<file path="src/logic/chs_pkg.sv">
package chs_pkg;
    // Bus address and command codes
    localparam logic [6:0] SLAVE_ADDR     = 7'h09;
    localparam logic [7:0] CMD_CURRENT    = 8'h14;
    localparam logic [7:0] CMD_VOLTAGE    = 8'h15;
    localparam logic [7:0] CMD_MAKER_ID   = 8'hfe;
    localparam logic [7:0] CMD_PART_ID    = 8'hff;
    // Setpoint reset value, DAC field layout and bit counter marks
    localparam logic [15:0] SETPOINT_RST  = 16'h0000;
    localparam int          CUR_DAC_LSB   = 5;
    localparam int          CUR_DAC_W     = 6;
    localparam int          VOLT_DAC_LSB  = 4;
    localparam int          VOLT_DAC_W    = 11;
    localparam logic [3:0]  BIT_LAST      = 4'h7;
    localparam logic [3:0]  BIT_ACK       = 4'h8;
    // Byte slot within a transaction
    localparam logic [1:0]  SLOT_CMD      = 2'h1;
    localparam logic [1:0]  SLOT_LOW      = 2'h2;
    localparam logic [1:0]  SLOT_HIGH     = 2'h3;
    // Protocol states
    typedef enum logic [2:0] {
        ST_IDLE  = 3'b000,
        ST_ADDR  = 3'b001,
        ST_WRITE = 3'b010,
        ST_READ  = 3'b011,
        ST_RACK  = 3'b100
    } chs_state_t;
endpackage

</file>
<file path="src/logic/chs_slave.sv">
`timescale 1ns/1ps
module chs_slave
    import chs_pkg::*;
#(
    // Arbitrary identification values
    parameter logic [15:0] MAKER_CODE = 16'h00a5,
    parameter logic [15:0] PART_CODE  = 16'h005a
)
(
    // Clock and reset
    input  wire logic                  clock,
    input  wire logic                  reset,
    // Bus pins
    input  wire logic                  scl_in,
    input  wire logic                  sda_in,
    output logic                       sda_oe_n,
    // Analog-side setpoints
    output logic [CUR_DAC_W-1:0]       current_dac_code,
    output logic [VOLT_DAC_W-1:0]      voltage_dac_code,
    output logic                       charge_enable
);
    logic        scl_s;
    logic        sda_s;
    logic        scl_d_r;
    logic        sda_d_r;
    chs_state_t  state_r;
    chs_state_t  state_nxt;
    logic [3:0]  bit_r;
    logic [7:0]  shift_r;
    logic [1:0]  slot_r;
    logic [7:0]  cmd_r;
    logic [7:0]  low_r;
    logic [15:0] rdata_r;
    logic        rd_high_r;
    logic [15:0] cur_word_r;
    logic [15:0] volt_word_r;
    logic        cur_set_r;
    logic        volt_set_r;

    // Pins cross into the clock domain first
    chs_sync u_sync_scl
    (
        .clock (clock),
        .reset (reset),
        .din   (scl_in),
        .dout  (scl_s)
    );
    chs_sync u_sync_sda
    (
        .clock (clock),
        .reset (reset),
        .din   (sda_in),
        .dout  (sda_s)
    );

    always_ff @(posedge clock)
    begin
        if (reset)
        begin
            scl_d_r <= 1'b1;
            sda_d_r <= 1'b1;
        end
        else
        begin
            scl_d_r <= scl_s;
            sda_d_r <= sda_s;
        end
    end

    // Edge and condition detection
    wire scl_rise  = scl_s & ~scl_d_r;
    wire scl_fall  = ~scl_s & scl_d_r;
    wire start_det = scl_s & scl_d_r & sda_d_r & ~sda_s;
    wire stop_det  = scl_s & scl_d_r & ~sda_d_r & sda_s;
    wire [7:0] byte_in  = {shift_r[6:0], sda_s};
    wire       last_bit = (bit_r == BIT_LAST);
    wire       ack_bit  = (bit_r == BIT_ACK);
    wire       addr_hit = (byte_in[7:1] == SLAVE_ADDR);
    wire       is_read  = byte_in[0];
    // Only the four command codes are claimed
    function automatic logic cmd_valid(input logic [7:0] code);
        return (code == CMD_CURRENT) | (code == CMD_VOLTAGE)
             | (code == CMD_MAKER_ID) | (code == CMD_PART_ID);
    endfunction
    wire cmd_known = cmd_valid(byte_in);
    wire cmd_held  = cmd_valid(cmd_r);
    wire cmd_is_id = (cmd_r == CMD_MAKER_ID) | (cmd_r == CMD_PART_ID);
    // Fixed words; nothing can write them
    wire [15:0] id_word = (cmd_r == CMD_PART_ID) ? PART_CODE
                                                 : MAKER_CODE;
    wire write_done = (state_r == ST_WRITE) & scl_rise & last_bit
                    & (slot_r == SLOT_LOW);

    // Byte-level protocol state
    always_comb
    begin
        state_nxt = state_r;
        if (stop_det)
            state_nxt = ST_IDLE;
        else if (start_det)
            state_nxt = ST_ADDR;
        else if (scl_rise & last_bit)
        begin
            unique case (state_r)
                ST_IDLE:  state_nxt = ST_IDLE;
                ST_ADDR:
                begin
                    // Read only allowed after a known id command
                    if (!addr_hit)
                        state_nxt = ST_IDLE;
                    else if (is_read & ~(cmd_is_id & slot_r == SLOT_CMD))
                        state_nxt = ST_IDLE;
                    else if (is_read)
                        state_nxt = ST_READ;
                    else
                        state_nxt = ST_WRITE;
                end
                ST_WRITE:
                begin
                    // Command is the first byte after the address
                    if (slot_r == 2'h0 & !cmd_known)
                        state_nxt = ST_IDLE;
                end
                ST_READ:  state_nxt = ST_RACK;
                ST_RACK:  state_nxt = ST_RACK;
            endcase
        end
        else if (scl_rise & ack_bit & state_r == ST_RACK)
        begin
            // Master NACK or second byte ends the read
            if (sda_s | rd_high_r)
                state_nxt = ST_IDLE;
            else
                state_nxt = ST_READ;
        end
    end

    // Bit counter: 0..7 data, 8 ack
    always_ff @(posedge clock)
    begin
        if (reset)
            bit_r <= 4'h0;
        // START's own clock fall then wraps the count to bit 0
        else if (start_det)
            bit_r <= BIT_ACK;
        else if (scl_fall & state_r != ST_IDLE)
            bit_r <= ack_bit ? 4'h0 : bit_r + 4'h1;
    end

    // Shift in on clock rise, MSB first
    always_ff @(posedge clock)
    begin
        if (reset)
            shift_r <= 8'h00;
        else if (scl_rise & ~bit_r[3])
            shift_r <= byte_in;
    end

    always_ff @(posedge clock)
    begin
        if (reset)
            state_r <= ST_IDLE;
        else
            state_r <= state_nxt;
    end

    // Slot counts data bytes; cleared at STOP or an unmatched address, so restart keeps cmd
    always_ff @(posedge clock)
    begin
        if (reset | stop_det)
            slot_r <= 2'h0;
        else if (scl_rise & last_bit & state_r == ST_WRITE)
            slot_r <= slot_r + 2'h1;
        else if (scl_rise & last_bit & state_r == ST_ADDR & ~addr_hit)
            slot_r <= 2'h0;
    end

    // Capture command and low data byte
    always_ff @(posedge clock)
    begin
        if (reset)
        begin
            cmd_r <= 8'h00;
            low_r <= 8'h00;
        end
        else if (scl_rise & last_bit & state_r == ST_WRITE)
        begin
            if (slot_r == 2'h0)
                cmd_r <= byte_in;
            if (slot_r == SLOT_CMD)
                low_r <= byte_in;
        end
    end

    // Setpoints; write-only, cleared at reset
    always_ff @(posedge clock)
    begin
        if (reset)
        begin
            cur_word_r  <= SETPOINT_RST;
            volt_word_r <= SETPOINT_RST;
            cur_set_r   <= 1'b0;
            volt_set_r  <= 1'b0;
        end
        else if (write_done)
        begin
            if (cmd_r == CMD_CURRENT)
            begin
                cur_word_r <= {byte_in, low_r};
                cur_set_r  <= 1'b1;
            end
            if (cmd_r == CMD_VOLTAGE)
            begin
                volt_word_r <= {byte_in, low_r};
                volt_set_r  <= 1'b1;
            end
        end
    end

    // DAC codes take only the weighted fields
    always_ff @(posedge clock)
    begin
        if (reset)
        begin
            current_dac_code <= '0;
            voltage_dac_code <= '0;
            charge_enable    <= 1'b0;
        end
        else
        begin
            current_dac_code <=
                cur_word_r[CUR_DAC_LSB +: CUR_DAC_W];
            voltage_dac_code <=
                volt_word_r[VOLT_DAC_LSB +: VOLT_DAC_W];
            charge_enable    <= cur_set_r & volt_set_r;
        end
    end

    // Read data: low byte first, then high
    always_ff @(posedge clock)
    begin
        if (reset)
        begin
            rdata_r   <= 16'h0000;
            rd_high_r <= 1'b0;
        end
        else if (state_r == ST_ADDR & state_nxt == ST_READ)
        begin
            rdata_r   <= id_word;
            rd_high_r <= 1'b0;
        end
        else if (state_r == ST_RACK & state_nxt == ST_READ)
        begin
            rdata_r   <= {8'h00, rdata_r[15:8]};
            rd_high_r <= 1'b1;
        end
    end

    // Data line drive, updated on clock fall (low phase); released at START or STOP
    // Eighth fall: state has already left ADDR, so ack from WRITE or READ
    wire ack_slot = (state_r == ST_WRITE | state_r == ST_READ)
                  & (bit_r == BIT_LAST);
    // Latched command decides; the shifter already holds later bits
    wire ack_go   = ack_slot
                  & ~(state_r == ST_WRITE & slot_r == SLOT_CMD & !cmd_held);
    wire [2:0] rd_idx = 3'(BIT_LAST - (ack_bit ? 4'h0 : bit_r + 4'h1));
    wire       rd_bit = (ack_bit | state_r == ST_ADDR)
                        ? rdata_r[7] : rdata_r[rd_idx];
    // Only the data line is driven; the clock is never touched
    always_ff @(posedge clock)
    begin
        if (reset | start_det | stop_det)
            sda_oe_n <= 1'b1;
        else if (scl_fall)
        begin
            if (ack_go)
                sda_oe_n <= 1'b0;
            else if (state_r == ST_READ & ~last_bit)
                sda_oe_n <= rd_bit;
            else
                sda_oe_n <= 1'b1;
        end
    end
endmodule // chs_slave

</file>
<file path="src/logic/chs_sync.sv">
`timescale 1ns/1ps
// Two-flop synchroniser for a pin level
module chs_sync
    import chs_pkg::*;
(
    // Clock and reset
    input  wire logic clock,
    input  wire logic reset,
    // Level in and out
    input  wire logic din,
    output logic      dout
);
    logic meta_r;

    // First flop feeds only the second
    always_ff @(posedge clock)
    begin
        if (reset)
        begin
            meta_r <= 1'b1;
            dout   <= 1'b1;
        end
        else
        begin
            meta_r <= din;
            dout   <= meta_r;
        end
    end
endmodule // chs_sync

</file>
<file path="config.mk">
export PLATFORM = sky130hd
export DESIGN_NAME = chs_slave
export DESIGN_NICKNAME = d
export VERILOG_FILES = /design/src/logic/chs_pkg.sv /design/src/logic/chs_slave.sv /design/src/logic/chs_sync.sv
export SDC_FILE = /design/constraint.sdc
export NUM_CORES = 1
export LEC_CHECK = 0
export BUFFER_PORTS_ARGS = -buffer_cell sky130_fd_sc_hd__buf_2
export CELL_PAD_IN_SITES_DETAIL_PLACEMENT = 1
export CELL_PAD_IN_SITES_GLOBAL_PLACEMENT = 1
export CORE_UTILIZATION = 41
export DETAILED_ROUTE_END_ITERATION = 7
export PLACE_DENSITY_LB_ADDON = 0.1
export SLEW_MARGIN = 20
export SYNTH_ARGS = -nofsm -noshare
export SYNTH_HDL_FRONTEND = slang
export SYNTH_SLANG_ARGS = --single-unit
export TNS_END_PERCENT = 1
</file>
<file path="constraint.sdc">
create_clock -name clock -period 1.9 [get_ports clock]
set_clock_uncertainty 0.1 [all_clocks]
set_input_delay 0.285 -clock clock [delete_from_list [all_inputs] [get_ports clock]]
set_output_delay 0.285 -clock clock [all_outputs]
set_load 0.02 [all_outputs]
</file>
==> results.json <==
{
  "grt_max_degree": 46,
  "finalCritPeriodShare_pct": 103,
  "drc": 0,
  "hold_slack_ns": 0.0152,
  "cpPeakStageDelay_ns": 0.54,
  "timing.slew.headroom_pct": 71.8,
  "total_leakage_power_nw": 1.36,
  "fin_tns_setup_ns": -0.628,
  "whs_path_depth": 2,
  "final.fill_count": 847,
  "drt_iter0_drc": 103,
  "fp.dieW_um": 87.2,
  "dp_hpwl_mm": 4.76,
  "total_power_w": 0.00278,
  "final_cells": 463,
  "synth.area.mux_share_pct": 8.12,
  "wl_per_cell_um": 14.7,
  "violations": "negative setup slack",
  "drv_slew": 0,
  "synth_top_family_by_area": "simple AND/OR/NAND/NOR gates",
  "seq_area_um2": 1500,
  "dp.cells": 447,
  "setup_viol": 17,
  "fin_ws_ns": -0.0644,
  "drive_above_1_share_pct": 24.0,
  "synthesis.nets": 328,
  "via_count": 2347,
  "cts_root_buffer": "clkbuf_8",
  "grt_pass1_wl_mm": 11.5,
  "synth-seq-cells": 75,
  "synthAdderAreaFrac_pct": 2.10,
  "rsz0062_at_grt": "true",
  "crit_type": "reg2reg",
  "n_antenna_cell": 0,
  "core.rowCount": 30,
  "layout.nets": 371,
  "cts.sinks": 75,
  "cts_buffers": 9,
  "finalWirelength_mm": 6.80,
  "synth_compound_area_share_pct": 8.96,
  "die_y_um": 87.2,
  "r2r_cells": 6,
  "grt_pass1_vias": 2260,
  "vias_per_cell": 5.07,
  "cp_num_buf_inv": 1,
  "required_ns": 2.03,
  "worst_pin_slew_ns": 0.422,
  "gp_congestion": 0.845,
  "synth_cell_type_count": 46,
  "cp-end-kind": "flop",
  "h-tree-depth": 3,
  "cts.path.max_buffers": 2,
  "cts_tree": "yes",
  "start_util_pct": 43.1,
  "clk_latency_ns": 0.35,
  "fin_area_um2": 3550,
  "critPathTopFamily": "simple AND/OR/NAND/NOR gates",
  "dieArea_um2": 7600,
  "boundaryPins": 23,
  "antenna_found_initial": 0,
  "dr.pass1.iters": 4,
  "synth-edff-count": 0,
  "critPathLaunchType": "flop",
  "status": "finished, violations left",
  "cp_num_cells": 6,
  "vdd_drop_max_v": 0.000303,
  "syn-cell-area_um2": 2980,
  "grt_overflow": 0,
  "synthSimpleGateAreaFrac_pct": 24.7,
  "crit_slowest_cell": "or4_4",
  "cts_setup_buffers": 0,
  "syn2layout_area_growth_pct": 19.3,
  "cap_violations": 0,
  "finalHoldViolations": 0,
  "core_um2": 6910,
  "worstPathCellList": "or4_4, nor3_4, and4_4, buf_12, mux2i_1, nor2_1",
  "synth-xor-area-share_pct": 1.05,
  "port-buffer-count": 22,
  "crit_path_max_fanout": 12,
  "min_period_ns": 1.96,
  "placed_area_um2": 3340,
  "synthArstFlopShare_pct": 0,
  "antenna_left": 0,
  "syn_area_per_cell_um2": 9.33,
  "p_per_area_nw_per_um2": 784,
  "synth_top_flop_cell": "dfxtp_1",
  "multiInputGateArea_um2": 1360,
  "grtUsageTotal_pct": 20.0,
  "arrival_ns": 2.09,
  "postSynthCellCount": 319,
  "path_clk_slew_ns": 0.08,
  "min_path_type": "in2reg",
  "ys_seq_area_share_pct": 50.5,
  "fmax_ghz": 0.509,
  "yosys_warnings": 0
}
Yosys cell counts (all sizes together) (4+ instances only):
cell type  number  area share [%]
inv             9             1.1
nand2          26             3.3
nor3            6             1.2
nand3b          4             1.0
dfxtp          75              50
mux2i          23             7.7
a21oi          21             3.5
o21ai          16             2.7
buf             9             2.2
ha              5             2.1
nor2           39             4.9
or2             7             1.5
clkbuf         10             1.3
nor2b          19             4.0
nand3          13             2.2
cell usage in the layout (no fill, tap or decap), types with 7 or more instances in the layout:
cell,netlist,final
clkbuf_8,0,9
a21oi_1,21,21
nand2_1,26,25
mux2i_1,23,23
buf_2,4,22
dfxtp_1,75,73
nor2b_1,19,19
or2_2,7,7
o21ai_0,16,16
nor2_1,39,39
nand3_1,13,13
inv_1,9,9
buf_4,1,27
registers in the layout (all words and copies together), names as in the netlist:
signal	count
volt_word_r	11
voltage_dac_code	11
cmd_r	8
shift_r	7
cur_word_r	6
current_dac_code	6
bit_r	4
low_r	4
state_r	3
rdata_r	2
slot_r	2
charge_enable	1
cur_set_r	1
rd_high_r	1
scl_d_r	1
sda_d_r	1
sda_oe_n	1
u_sync_scl.dout	1
u_sync_scl.meta_r	1
u_sync_sda.dout	1
u_sync_sda.meta_r	1
volt_set_r	1
power by group:
| part | total, W | switching, W | internal [W] |
|---|---|---|---|
| clock network | 0.00111 | 0.000626 | 0.000485 |
| logic | 0.0000879 | 0.0000548 | 0.0000331 |
| registers | 0.00159 | 0.00000633 | 0.00158 |
| total | 0.00278 | 0.000687 | 0.00210 |
stage by stage:
stage	utilization, %	setup WS [ns]
floorplan	-	0.0346
CTS	51.1	-0.0757
global placement	48.4	-0.0890
global route	51.4	-0.148
detailed placement	48.4	-0.130
finish	51.4	-0.0644
worst paths after layout:
check                                        from  slack (ns)                end
worst max-delay path                     cmd_r[1]       -0.06     volt_word_r[8]
worst min-delay path                       scl_in        0.02  u_sync_scl.meta_r
worst max register to register           cmd_r[1]       -0.06     volt_word_r[8]
worst min register to register  u_sync_sda.meta_r        0.32    u_sync_sda.dout
layer usage:
layer	routed length (µm)	GRT usage [%]	part of all wire, %	vias to the layer above
met3	161	2.94	2.4	11
met5	0	0	0	-
li1	-	-	-	1172
met1	3490	28.6	51	1132
met4	119	9.84	1.8	0
met2	3030	29.5	45	32
final cells by class:
type                            count  area share (%)
Sequential cell                    75            42.4
Multi-Input combinational cell    216            38.4
Timing Repair Buffer               51            9.94
Clock buffer                       10            3.59
Tap cell                           96            3.38
Clock inverter                      6            1.37
Inverter                            9           0.951
repair_timing:
action | 4_1_cts | 5_1_grt
gates resized for setup | 3 | 6
hold buffers | 0 | 0
pin swaps | 1 | 0
endpoints found under the setup margin | 17 | 36
kinds of logic after synthesis:
family / after synthesis
adder cells (fa/ha/maj): 5
multiplexers: 24
XOR/XNOR: 2
buffers and inverters: 28
AND/OR/NAND/NOR: 138
AO/OA/AOI/OAI: 47
flip-flops: 75
Note: power is estimated with default switching activity, not from simulation.
